**src/logic/trig_ctl_pkg.sv**
```systemverilog
// =====================================================================
// shared constants for the measurement trigger control
// =====================================================================
package trig_ctl_pkg;

    // =================================================================
    // register port
    // =================================================================
    localparam int          ADDR_W         = 8;      // register address width
    localparam int          DATA_W         = 32;     // register data width
    localparam logic [7:0]  OFS_CTRL       = 8'h00;  // control bits and start
    localparam logic [7:0]  OFS_ATRIG_WAIT = 8'h04;  // auto trigger wait, us
    localparam logic [7:0]  OFS_CYCLES     = 8'h08;  // cycles per start
    localparam logic [7:0]  OFS_TRIG_DELAY = 8'h0C;  // trigger delay, signed us
    localparam logic [7:0]  OFS_DROPOUT    = 8'h10;  // dropout time, us
    localparam logic [7:0]  OFS_IQ_LEN     = 8'h14;  // i/q result length
    localparam logic [7:0]  OFS_STATUS     = 8'h18;  // state and busy
    localparam logic [7:0]  OFS_AUTO_CNT   = 8'h1C;  // auto triggered results
    localparam logic [7:0]  OFS_DONE_CNT   = 8'h20;  // cycles completed

    // =================================================================
    // control field positions
    // =================================================================
    localparam int CTRL_AUTO_BIT  = 0;  // auto trigger enable
    localparam int CTRL_TRACE_BIT = 1;  // trace mode
    localparam int CTRL_INT_BIT   = 2;  // internal level source
    localparam int CTRL_SLOPE_BIT = 3;  // negative slope
    localparam int CTRL_ROLE_LSB  = 4;  // sync role, two bits
    localparam int CTRL_START_BIT = 8;  // write one to start

    // =================================================================
    // times, programmed in microseconds
    // =================================================================
    localparam real ATRIG_MIN_S   = 0.1;
    localparam real ATRIG_MAX_S   = 5.0;
    localparam real ATRIG_RST_S   = 0.3;
    localparam real DELAY_MIN_S   = -5.0;
    localparam real DELAY_MAX_S   = 10.0;
    localparam real DELAY_RST_S   = 0.0;
    localparam real DROP_MIN_S    = 0.00;
    localparam real DROP_MAX_S    = 10.00;
    localparam real DROP_RST_S    = 0.00;
    localparam real US_PER_S      = 1.0e6;
    localparam int  ATRIG_MIN_US  = int'(ATRIG_MIN_S * US_PER_S);
    localparam int  ATRIG_MAX_US  = int'(ATRIG_MAX_S * US_PER_S);
    localparam int  ATRIG_RST_US  = int'(ATRIG_RST_S * US_PER_S);
    localparam int  DELAY_MIN_US  = int'(DELAY_MIN_S * US_PER_S);
    localparam int  DELAY_MAX_US  = int'(DELAY_MAX_S * US_PER_S);
    localparam int  DELAY_RST_US  = int'(DELAY_RST_S * US_PER_S);
    localparam int  DROP_MIN_US   = int'(DROP_MIN_S * US_PER_S);
    localparam int  DROP_MAX_US   = int'(DROP_MAX_S * US_PER_S);
    localparam int  DROP_RST_US   = int'(DROP_RST_S * US_PER_S);

    // =================================================================
    // clock and time base
    // =================================================================
    localparam int  CLK_PERIOD_PS = 8000;       // 125 MHz ref_clk
    localparam int  UNIT_PS       = 1000000;    // one microsecond
    localparam int  TICK_CYCLES   = UNIT_PS / CLK_PERIOD_PS;

    // =================================================================
    // counts
    // =================================================================
    localparam int  CYCLES_MIN    = 1;
    localparam int  CYCLES_MAX    = 131072;
    localparam int  CYCLES_RST    = 1;
    localparam int  IQ_LEN_MIN    = 1;
    localparam int  IQ_LEN_MAX    = 15000000;
    localparam int  IQ_LEN_RST    = 1024;

    // =================================================================
    // enumerations
    // =================================================================
    typedef enum logic [1:0] {
        ROLE_OFF  = 2'b00,
        ROLE_SEND = 2'b01,
        ROLE_RECV = 2'b10
    } sync_role_e;

    typedef enum logic [1:0] {
        ST_IDLE    = 2'b00,
        ST_WAIT    = 2'b01,
        ST_DELAY   = 2'b10,
        ST_MEASURE = 2'b11
    } meas_state_e;

endpackage

```
**src/logic/tick_down_timer.sv**
```systemverilog
`timescale 1ns/100ps
// =====================================================================
// down-counter in microsecond ticks
// =====================================================================
module tick_down_timer #(
    parameter int W = 32
) (
    input  wire logic         ref_clk,
    input  wire logic         rst,
    input  wire logic         tick,       // one-cycle time base enable
    input  wire logic         load,       // load wins over counting
    input  wire logic [W-1:0] load_val,   // start value in ticks
    output logic              expired     // count has reached zero
);
    logic [W-1:0] cnt_r;  // remaining ticks

    // =================================================================
    // counter
    // =================================================================
    // decrement only on the tick, so counts are true time
    always_ff @(posedge ref_clk) begin
        if (rst) begin
            cnt_r <= '0;
        end else if (load) begin
            cnt_r <= load_val;
        end else if (tick && cnt_r != '0) begin
            cnt_r <= cnt_r - W'(1);
        end
    end

    assign expired = (cnt_r == '0);

    AST_TICK_ONLY: assert property (@(posedge ref_clk) disable iff (rst)
        !$past(load) && !$past(tick) && !$past(rst) |-> $stable(cnt_r))
        else $error("timer moved without a tick");

endmodule // tick_down_timer

```
**src/logic/meas_trigger_ctl.sv**
```systemverilog
// The implementer's own choices: the register offsets and the plain strobed port.
`timescale 1ns/100ps
module meas_trigger_ctl
    import trig_ctl_pkg::*;
#(
    parameter int CYC_MAX = CYCLES_MAX,   // largest cycle count
    parameter int IQ_MAX  = IQ_LEN_MAX    // largest i/q length
) (
    input  wire logic                      ref_clk,
    input  wire logic                      rst,
    input  wire logic [trig_ctl_pkg::ADDR_W-1:0] addr,
    input  wire logic [trig_ctl_pkg::DATA_W-1:0] wdata,
    input  wire logic                      wr,
    input  wire logic                      rd,
    output logic [trig_ctl_pkg::DATA_W-1:0] rdata,
    input  wire logic                      trig_in,
    input  wire logic                      level_above,
    input  wire logic                      result_ready,
    input  wire logic                      sync_trig_in,
    output logic                           sync_trig_out,
    output logic                           integ_start,
    output logic [31:0]                    pre_offset_us,
    output logic                           busy,
    output logic                           avg_single,
    output logic [23:0]                    iq_result_length,
    output logic [1:0]                     sync_role
);
    import trig_ctl_pkg::*;

    // =================================================================
    // elaboration checks
    // =================================================================
    if (CYC_MAX < 1 || CYC_MAX > CYCLES_MAX) begin : g_bad_cyc
        $error("CYC_MAX out of range");
    end
    if (IQ_MAX < 1 || IQ_MAX > IQ_LEN_MAX) begin : g_bad_iq
        $error("IQ_MAX out of range");
    end

    // clamp a signed value into a window; out of range writes saturate
    function automatic logic signed [31:0] clamp(input logic signed [31:0] v,
                                                 input logic signed [31:0] lo,
                                                 input logic signed [31:0] hi);
        clamp = (v < lo) ? lo : ((v > hi) ? hi : v);
    endfunction

    // =================================================================
    // state and registers
    // =================================================================
    meas_state_e         state_r;         // measurement sequencer
    meas_state_e         state_nxt;
    logic                auto_en_r;       // auto trigger enable
    logic                trace_r;         // trace mode
    logic                int_src_r;       // internal level source
    logic                slope_neg_r;     // negative slope
    sync_role_e          role_r;          // sync role
    logic [31:0]         atrig_r;         // auto wait, us
    logic [31:0]         cycles_r;        // cycles per start
    logic signed [31:0]  delay_r;         // trigger delay, us
    logic [31:0]         drop_r;          // dropout, us
    logic [23:0]         iq_len_r;        // i/q length
    logic [17:0]         done_r;          // cycles completed
    logic [17:0]         done_nxt;
    logic [17:0]         auto_cnt_r;      // auto-triggered results
    logic [17:0]         auto_cnt_nxt;
    logic [31:0]         rdata_r;         // read data, one cycle late
    logic                integ_r;         // start of integration pulse
    logic                sync_out_r;      // sender trigger pulse
    logic [31:0]         pre_r;           // pre-trigger span
    logic [6:0]          div_r;           // microsecond divider
    logic                on_side_prev_r;  // last level side
    logic                armed_r;         // dropout satisfied

    // =================================================================
    // decode
    // =================================================================
    wire        wr_ctrl   = wr && addr == OFS_CTRL;
    wire        start_req = wr_ctrl && wdata[CTRL_START_BIT];
    wire        auto_on   = wr_ctrl && wdata[CTRL_AUTO_BIT] && !auto_en_r;
    wire        auto_act  = auto_en_r && trace_r;
    wire [1:0]  role_w    = wdata[CTRL_ROLE_LSB +: 2];
    wire [6:0]  tick_last = 7'(TICK_CYCLES - 1);
    wire        tick      = (div_r == tick_last);

    // =================================================================
    // microsecond time base
    // =================================================================
    // one enable pulse every TICK_CYCLES clocks
    always_ff @(posedge ref_clk) begin
        if (rst || tick) begin
            div_r <= '0;
        end else begin
            div_r <= div_r + 7'h01;
        end
    end

    // =================================================================
    // register writes
    // =================================================================
    // every time value saturates into its legal window
    always_ff @(posedge ref_clk) begin
        if (rst) begin
            auto_en_r   <= 1'b0;
            trace_r     <= 1'b0;
            int_src_r   <= 1'b0;
            slope_neg_r <= 1'b0;
            role_r      <= ROLE_OFF;
            atrig_r     <= 32'(ATRIG_RST_US);
            cycles_r    <= 32'(CYCLES_RST);
            delay_r     <= 32'(DELAY_RST_US);
            drop_r      <= 32'(DROP_RST_US);
            iq_len_r    <= 24'(IQ_LEN_RST);
        end else if (wr) begin
            unique case (addr)
                OFS_CTRL: begin
                    auto_en_r   <= wdata[CTRL_AUTO_BIT];
                    trace_r     <= wdata[CTRL_TRACE_BIT];
                    int_src_r   <= wdata[CTRL_INT_BIT];
                    slope_neg_r <= wdata[CTRL_SLOPE_BIT];
                    // illegal role code falls back to off
                    role_r <= (role_w == ROLE_SEND) ? ROLE_SEND :
                              (role_w == ROLE_RECV) ? ROLE_RECV : ROLE_OFF;
                end
                OFS_ATRIG_WAIT: atrig_r  <= clamp(wdata, ATRIG_MIN_US, ATRIG_MAX_US);
                OFS_CYCLES:     cycles_r <= clamp(wdata, CYCLES_MIN, CYC_MAX);
                OFS_TRIG_DELAY: delay_r  <= clamp(wdata, DELAY_MIN_US, DELAY_MAX_US);
                OFS_DROPOUT:    drop_r   <= clamp(wdata, DROP_MIN_US, DROP_MAX_US);
                OFS_IQ_LEN:     iq_len_r <= 24'(clamp(wdata, IQ_LEN_MIN, IQ_MAX));
                default: begin
                    // unmapped and read-only offsets ignore writes
                end
            endcase
        end
    end

    // =================================================================
    // internal level trigger with dropout
    // =================================================================
    wire on_side  = slope_neg_r ? !level_above : level_above; // trigger side
    wire lvl_edge = on_side && !on_side_prev_r;
    wire drop_done;
    wire lvl_fire = lvl_edge && armed_r;

    // dropout timer reloads while on the trigger side, runs while off it
    tick_down_timer #(.W(32)) u_drop (
        .ref_clk  (ref_clk),
        .rst      (rst),
        .tick     (tick),
        .load     (on_side),
        .load_val (drop_r),
        .expired  (drop_done)
    );

    // arm only after the signal stayed away for the dropout time
    always_ff @(posedge ref_clk) begin
        if (rst) begin
            on_side_prev_r <= 1'b1;
            armed_r        <= 1'b0;
        end else begin
            on_side_prev_r <= on_side;
            if (lvl_edge) begin
                armed_r <= 1'b0;
            end else if (!on_side && drop_done) begin
                armed_r <= 1'b1;
            end
        end
    end

    // =================================================================
    // trigger selection
    // =================================================================
    // a receiver takes its real trigger only from the sender's trigger, never from trig_in or the level
    wire real_fire  = (role_r == ROLE_RECV) ? sync_trig_in :
                      (int_src_r ? lvl_fire : trig_in);
    wire wait_done;
    wire delay_done;
    wire in_wait    = (state_r == ST_WAIT);
    wire auto_fire  = in_wait && auto_act && wait_done && !real_fire;
    wire fire       = in_wait && (real_fire || auto_fire);
    wire pos_delay  = (delay_r > 0);
    wire enter_wait = (state_nxt == ST_WAIT) && (state_r != ST_WAIT);
    wire [31:0] neg_span = 32'(-delay_r);

    // wait time restarts whenever the sequencer arms
    tick_down_timer #(.W(32)) u_wait (
        .ref_clk  (ref_clk),
        .rst      (rst),
        .tick     (tick),
        .load     (enter_wait),
        .load_val (atrig_r),
        .expired  (wait_done)
    );

    // positive trigger delay only; negative spans use history
    tick_down_timer #(.W(32)) u_delay (
        .ref_clk  (ref_clk),
        .rst      (rst),
        .tick     (tick),
        .load     (fire && pos_delay),
        .load_val (delay_r),
        .expired  (delay_done)
    );

    // =================================================================
    // sequencer
    // =================================================================
    wire [17:0] done_inc = done_r + 18'h00001;
    wire        last_res = ({14'h0000, done_inc} >= cycles_r);
    wire        go_meas  = (fire && !pos_delay) || (state_r == ST_DELAY && delay_done);

    always_comb begin
        state_nxt = state_r;
        done_nxt  = done_r;
        unique case (state_r)
            ST_IDLE: begin
                if (start_req) begin
                    state_nxt = ST_WAIT;
                    done_nxt  = '0;
                end
            end
            ST_WAIT: begin
                if (fire) begin
                    state_nxt = pos_delay ? ST_DELAY : ST_MEASURE;
                end
            end
            ST_DELAY: begin
                if (delay_done) begin
                    state_nxt = ST_MEASURE;
                end
            end
            ST_MEASURE: begin
                if (result_ready) begin
                    done_nxt  = done_inc;
                    // re-arm without host help until the count is met
                    state_nxt = last_res ? ST_IDLE : ST_WAIT;
                end
            end
        endcase
    end

    // auto-triggered results; one scalar start can only reach one
    always_comb begin
        auto_cnt_nxt = auto_cnt_r;
        if (auto_fire && !(cycles_r == 32'h0000_0001 && auto_cnt_r != '0)) begin
            auto_cnt_nxt = auto_cnt_r + 18'h00001;
        end
        if (auto_on) begin
            // a fresh enable restarts the count, a same-cycle event still counts
            auto_cnt_nxt = auto_fire ? 18'h00001 : 18'h00000;
        end
    end

    // sequencer state, counters and output pulses
    always_ff @(posedge ref_clk) begin
        if (rst) begin
            state_r    <= ST_IDLE;
            done_r     <= '0;
            auto_cnt_r <= '0;
            integ_r    <= 1'b0;
            sync_out_r <= 1'b0;
            pre_r      <= '0;
        end else begin
            state_r    <= state_nxt;
            done_r     <= done_nxt;
            auto_cnt_r <= auto_cnt_nxt;
            integ_r    <= go_meas;
            sync_out_r <= fire && (role_r == ROLE_SEND);
            if (fire) begin
                pre_r <= pos_delay ? 32'h0000_0000 : neg_span;
            end
        end
    end

    // =================================================================
    // register reads
    // =================================================================
    logic [31:0] rd_mux;  // selected read word
    assign rd_mux =
        (addr == OFS_CTRL)       ? {26'h0, role_r, slope_neg_r, int_src_r, trace_r, auto_en_r} :
        (addr == OFS_ATRIG_WAIT) ? atrig_r :
        (addr == OFS_CYCLES)     ? cycles_r :
        (addr == OFS_TRIG_DELAY) ? delay_r :
        (addr == OFS_DROPOUT)    ? drop_r :
        (addr == OFS_IQ_LEN)     ? {8'h00, iq_len_r} :
        (addr == OFS_STATUS)     ? {28'h0, armed_r, busy, state_r} :
        (addr == OFS_AUTO_CNT)   ? {14'h0000, auto_cnt_r} :
        (addr == OFS_DONE_CNT)   ? {14'h0000, done_r} : 32'h0000_0000;

    // data stands only in the cycle after the read strobe
    always_ff @(posedge ref_clk) begin
        if (rst) begin
            rdata_r <= '0;
        end else begin
            rdata_r <= rd ? rd_mux : 32'h0000_0000;
        end
    end

    // =================================================================
    // outputs
    // =================================================================
    assign rdata            = rdata_r;
    assign integ_start      = integ_r;
    assign sync_trig_out    = sync_out_r;
    assign pre_offset_us    = pre_r;
    assign busy             = (state_r != ST_IDLE);
    assign avg_single       = auto_act;
    assign iq_result_length = iq_len_r;
    assign sync_role        = role_r;

    // =================================================================
    // checks
    // =================================================================
    AST_AUTO_FIRE: assert property (@(posedge ref_clk) disable iff (rst)
        in_wait && auto_act && wait_done && !real_fire |=> integ_start || state_r == ST_DELAY)
        else $error("auto trigger did not fire");
    AST_WAIT_RANGE: assert property (@(posedge ref_clk) disable iff (rst)
        atrig_r >= ATRIG_MIN_US && atrig_r <= ATRIG_MAX_US)
        else $error("auto wait out of range");
    AST_ONE_TRACE: assert property (@(posedge ref_clk) disable iff (rst)
        auto_fire |-> avg_single && trace_r)
        else $error("auto trigger outside trace mode");
    AST_SCALAR_CNT: assert property (@(posedge ref_clk) disable iff (rst)
        cycles_r == 32'h0000_0001 && auto_cnt_r != 18'h00000 && !auto_on
        |=> auto_cnt_r == $past(auto_cnt_r))
        else $error("scalar auto count moved past one");
    AST_CYC_RANGE: assert property (@(posedge ref_clk) disable iff (rst)
        cycles_r >= 1 && cycles_r <= 32'(CYCLES_MAX))
        else $error("cycle count out of range");
    AST_REARM: assert property (@(posedge ref_clk) disable iff (rst)
        state_r == ST_MEASURE && result_ready && !last_res |=> state_r == ST_WAIT && busy)
        else $error("no internal re-arm");
    AST_NEG_DELAY: assert property (@(posedge ref_clk) disable iff (rst)
        fire && !pos_delay |=> integ_start && pre_offset_us == $past(neg_span))
        else $error("non-positive delay did not start at once");
    AST_DROPOUT: assert property (@(posedge ref_clk) disable iff (rst)
        lvl_fire |=> !armed_r)
        else $error("level trigger did not disarm");
    AST_IQ_RANGE: assert property (@(posedge ref_clk) disable iff (rst)
        iq_len_r >= 24'(IQ_LEN_MIN) && iq_len_r <= 24'(IQ_LEN_MAX))
        else $error("i/q length out of range");
    AST_SENDER: assert property (@(posedge ref_clk) disable iff (rst)
        fire && role_r == ROLE_SEND |=> sync_trig_out ##1 !sync_trig_out || fire)
        else $error("sender trigger missing");

endmodule // meas_trigger_ctl

```
**config.mk**
```make
export PLATFORM = sky130hd
export DESIGN_NAME = meas_trigger_ctl
export DESIGN_NICKNAME = d
export VERILOG_FILES = /design/src/logic/trig_ctl_pkg.sv /design/src/logic/tick_down_timer.sv /design/src/logic/meas_trigger_ctl.sv
export SDC_FILE = /design/constraint.sdc
export NUM_CORES = 1
export LEC_CHECK = 0
export ABC_CLOCK_PERIOD_IN_PS = 8500
export BUFFER_PORTS_ARGS = -buffer_cell sky130_fd_sc_hd__buf_4
export CORE_MARGIN = 10
export CORE_UTILIZATION = 30
export DETAILED_ROUTE_END_ITERATION = 8
export GPL_ROUTABILITY_DRIVEN = 0
export GPL_TIMING_DRIVEN = 0
export MAX_ROUTING_LAYER = met4
export PLACE_DENSITY_LB_ADDON = 0.15
export SLEW_MARGIN = 15
export SYNTH_ARGS = -nofsm -noshare
export SYNTH_HDL_FRONTEND = slang
export SYNTH_SLANG_ARGS = --single-unit
```
**constraint.sdc**
```tcl
create_clock -name ref_clk -period 8.5 [get_ports ref_clk]
set_input_delay 0 -clock ref_clk [delete_from_list [all_inputs] [get_ports ref_clk]]
set_output_delay 0 -clock ref_clk [all_outputs]
set_load 0.005 [all_outputs]
```
# Word-level counts from Yosys, hierarchy flattened
# Cells that the tools add are included.
# W data, S select, Z words.
# word_totals
ff_bits,367
latch_bits,0
ramBits,0
rom_bits,0
wordCells,163
mem_count,0
# op_classes
addsub,7
mul,0
n_div,0
order_cmp,10
eq_ne,21
shift,0
mux,43
bitwise_logic,1
reduce_logical,57
# ops
op,n
$mux W32,18
$mux W18,7
$logic_not A32 Y1,3
$reduce_bool A32 Y1,3
$sub A32 B1 Y32 const B,3
$mux W24,3
$gt A32 B25 Y1 const B,2
$add A18 B1 Y18 const B,2
$pmux W18 S2,1
$eq A32 B1 Y1 const B,1
$eq A8 B5 Y1 const B,4
$ge A18 B32 Y1,1
$gt A32 B1 Y1 const B,1
$gt A32 B19 Y1 const B,1
$gt A32 B24 Y1 const B,1
$lt A32 B1 Y1 const B,1
$lt A32 B18 Y1 const B,1
$lt A32 B2 Y1 const B,1
$lt A32 B24 Y1 const B,1
$neg A32 Y32,1
$logic_and A1 B1 Y1,22
$reduce_bool A18 Y1,1
$eq A8 B4 Y1 const B,2
$mux W2,6
21 further kinds,52

# Logic depth before layout (Yosys ltp)
# logic_depth
ltp_word,15
depth_mapped,17

# Modules after synthesis
# A second synthesis with hierarchy kept.
# hier_totals
cells_unflattened,2157
hier_area_um2,18587.8
# modules_own_cells
mod,instances,cells_per_inst,area_per_inst_um2
meas_trigger_ctl,1,1458,12608.3
tick_down_timer,3,233,1993.2

# Worst setup path after synthesis
# OpenSTA, ideal clock, no wires.
# synth_timing
kind,reg2reg
startpoint,register done_r[0]
endpoint,register u_wait.cnt_r[10]
setup_ps,86
t_arrival_ps,3823
t_required_ps,8414
slack_ps,4591
stages_incl_launch_ff,17
period_less_slack_ps,3909
path_cell_list,dfxtp_1 > ha_1 > nand3_1 > nor3_1 > and3_1 > clkbuf_1 > nand3_1 > xnor2_1 > ha_1 > nand4_1 > nor4_1 > a311oi_1 > a311oi_1 > o221a_2 > buf_2 > nor3_1 > a211oi_1
# synth_via
elab_chain_len,8
# synth_rtl
element,line,rtl
from (decl),meas_trigger_ctl.sv:62,logic [17:0] done_r;
from (signal assigned),meas_trigger_ctl.sv:264,done_r <= done_nxt;
$add A18 B1 Y18 *,meas_trigger_ctl.sv:207,wire [17:0] done_inc = done_r + 18'h00001;
$ge A18 B32 Y1 *,meas_trigger_ctl.sv:208,"wire last_res = ({14'h0000, done_inc} >= cycles_r);"
$mux W1 *,meas_trigger_ctl.sv:235,state_nxt = last_res ? ST_IDLE : ST_WAIT;
$mux W2 *,meas_trigger_ctl.sv:232,if (result_ready) begin
$pmux W2 S4 *,meas_trigger_ctl.sv:214,unique case (state_r)
$eq A2 B1 Y1 *,meas_trigger_ctl.sv:181,wire enter_wait = (state_nxt == ST_WAIT) && (state_r != ST_WAIT);
$logic_and A1 B1 Y1 *,meas_trigger_ctl.sv:181,
$mux W32 or $reduce_bool A2 Y1 (tied branches),--,
to (signal assigned),tick_down_timer.sv:25,cnt_r <= load_val;
to (signal assigned),tick_down_timer.sv:27,cnt_r <= cnt_r - W'(1);
to (decl),tick_down_timer.sv:15,logic [W-1:0] cnt_r;
# Mark *: on every way between the ends. The rest lies on a longest branch, timed or not.
# A chain may end at the register's enable or synchronous reset.

# Worst setup path after layout
# layout_timing
startpoint,register done_r[5]
endpoint,register u_wait.cnt_r[19]
# The elaborated chain is that of the path after synthesis.

==> flow_metrics.tcl <==
set metrics [dict create \
    drv_slew 0 \
    clkSinkCount 367 \
    synth-seq-cells 367 \
    synth_cells 2039 \
    yosys_warnings 0 \
    routed_wl_um 77620 \
    p_total_mw 3.765 \
    p_leak_nw 7.596 \
    period_needed_ns 5.245 \
    ant_nets 0 \
    vias 17500 \
    synth_async_sr_flop_share 0 \
    relSlewSlack 0.1741 \
    grt_pass1_wl_um 111400 \
    insertion_delay_ns 0.59 \
    h-tree-depth 2 \
    avgSynthCellArea_um2 8.579 \
    crit_type "register to register" \
    drt_iter0_markers 1865 \
    fin_ws_ns 3.255 \
    synth_nets 2114 \
    cp_data_required_time_ns 8.94 \
    rsz0062_at_grt "false" \
    synth_commonest_cells "dfxtp_1 (367), nor2_1 (209), nand2_1 (158)" \
    start_kind "register" \
    overflow 0 \
    setup_viol 0 \
    yosysSeqAreaShare 0.4200 \
    synth_top_area_frac 0.4200 \
    yosysMostFrequentCell "dfxtp_1" \
    ys_types 82 \
    run_status "completed" \
    synth_edf_count 0 \
    place_ws_ns 3.339 \
    skew_ns 0.02211 \
    port_buffers 130 \
    die_w_um 261.5 \
    drtPass1Iterations 8 \
    drive_above_1_share 0.1154 \
    cellPowerDensity_nw_per_um2 179.7 \
    dp_hpwl_um 59190 \
    dieArea_um2 68370 \
    rows 88 \
    start_util 0.3032 \
    max_freq_mhz 190.7 \
    min_path_type "primary input to register" \
    ctsRootBufferMaster "clkbuf_16" \
    cts_buffer_depth 3 \
    cts.repair.resized 0 \
    antenna_found_initial 0 \
    final_area_um2 20950 \
    setup-tns-final_ns 0 \
    tightestPinTransition_ns 1.239 \
    avgRoutedWirePerCell_um 25.64 \
    yosys-top-cells-area "dfxtp_1 (42%), nor2_1 (4.5%), xnor2_1 (3.8%), nand2_1 (3.4%), a21oi_1 (3.2%)" \
    place_area_um2 19430 \
    viasPerCell 5.781 \
    cp_data_arrival_time_ns 5.68 \
    first_global_vias 16420 \
    max-cap-violations 0 \
    num-fill-cells 6039 \
    post-cts-setup-buffers 0 \
    yosys.area.top_type "dfxtp_1" \
    grt_max_degree 13 \
    numCtsBuffers 44 \
    boundaryPins 142 \
    ctsHoldBuffers 15 \
    route.detailed.drc 0 \
    end_kind "register" \
    fin_crit_sh 0.6171 \
    hold_slack_ns 0.02243 \
    synthFlopType "dfxtp_1" \
    peakVddDrop_v 0.0001335 \
    clk_pin_slew_ns 0.06 \
    groute.usage.overall 0.2246 \
    nets 2305 \
    core_um2 57700 \
    area_growth_pct 19.77 \
    synth_area_um2 17490 \
    finalHoldViolations 0 \
    tritoncts "done" \
    die_h_um 261.5 \
    path_max_fanout 10 \
]
[worst max-delay path: stages (launching register included)]
cell and delay (ns):
dfxtp_1 0.31, clkbuf_1 0.35, nand4_1 0.26, nor4_1 0.63, and3_1 0.26, clkbuf_1 0.29, nand3_1 0.17, xnor2_1 0.22
ha_1 0.33, nand4_1 0.16, nor4_1 0.39, a311oi_1 0.15, a311oi_1 0.63, o221ai_4 0.26, nand2_2 0.12, clkbuf_1 0.42
a211oi_1 0.14
[worst paths after layout]
path / slack (ns) / depth (start not counted) / to / from
setup reg to reg: 3.25 / 16 / u_wait.cnt_r[19] / done_r[5]
hold reg to reg: 0.47 / 2 / pre_offset_us[31] / pre_offset_us[31]
hold / removal: 0.02 / 4 / u_drop.cnt_r[13] / level_above
setup / recovery: 3.25 / 16 / u_wait.cnt_r[19] / done_r[5]
[registers in the layout (all words and copies together), names as in the netlist, 24 cells and up]
| register | flops |
|---|---|
| atrig_r | 32 |
| cycles_r | 32 |
| delay_r | 32 |
| drop_r | 32 |
| pre_offset_us | 32 |
| rdata | 32 |
| u_delay.cnt_r | 32 |
| u_drop.cnt_r | 32 |
| u_wait.cnt_r | 32 |
| iq_result_length | 24 |
[cell usage in the layout, fill, tap and decap left out, drive strengths merged, types with 7 or more instances in the layout]
cell type | synthesis | routed
nand2 | 159 | 159
xor2 | 57 | 57
and2 | 38 | 38
or2 | 7 | 7
a221oi | 9 | 9
a311oi | 8 | 8
dlygate4sd3 | 0 | 15
inv | 50 | 52
nand4 | 21 | 21
and4 | 8 | 8
a31oi | 27 | 27
o31ai | 13 | 13
o21ai | 83 | 83
a211oi | 58 | 58
a21oi | 111 | 111
nand3 | 47 | 47
dfxtp | 367 | 367
nor2b | 7 | 7
nor4 | 56 | 56
nand3b | 7 | 7
nor3 | 89 | 89
or4 | 36 | 36
and3 | 20 | 20
nor2 | 209 | 209
ha | 27 | 27
a22oi | 64 | 64
xnor2 | 76 | 76
or3 | 28 | 28
a22o | 41 | 41
o221a | 17 | 17
clkinv | 0 | 7
a222oi | 41 | 41
o21a | 10 | 10
buf | 24 | 154
clkbuf | 133 | 199
[final cells by class]
class,count,area (µm²),share of cell area
sequential,367,7347,0.3507
multi-input combinational,1465,9340,0.4458
inverter,50,187.7,0.008958
clock inverter,11,67.56,0.003225
clock buffer,66,1305,0.06229
timing repair buffer,145,1126,0.05375
tap,765,957.2,0.04569
antenna,1,2.502,0.0001194
buffer,157,618.1,0.02950
[cell families (layout without fill, tap and decap cells)]
family	after synthesis	in the layout	share of synthesized area
fa+ha+maj	28	28	0.01988
other cells	0	1	0
xor+xnor	133	133	0.06659
buf+inv	207	429	0.04606
simple gates	763	763	0.2242
compound gates	538	538	0.2215
mux	3	3	0.001788
flops	367	367	0.4200
[report_power, final]
group / internal [mW] / switching [mW] / total (mW)
Clock: 1.06 / 0.779 / 1.83
Combinational: 0.0519 / 0.140 / 0.192
Sequential: 1.73 / 0.00902 / 1.74
[stage by stage]
| stage | cells | utilization |
|---|---|---|
| after floorplan | 2039 | - |
| after global placement | 2934 | 0.3367 |
| after detailed placement | 2934 | 0.3367 |
| after CTS | 3026 | 0.3631 |
| after global routing | 3026 | 0.3631 |
| final | 3027 | 0.3631 |
[routing by layer]
layer,track usage,wire length [µm],up-vias
li1,-,-,7945
met1,0.2909,32960,8480
met2,0.3340,33700,879
met3,0.03879,6897,194
met4,0.1100,4072,0
met5,-,0,-
Note: power is estimated with default switching activity, not from simulation.
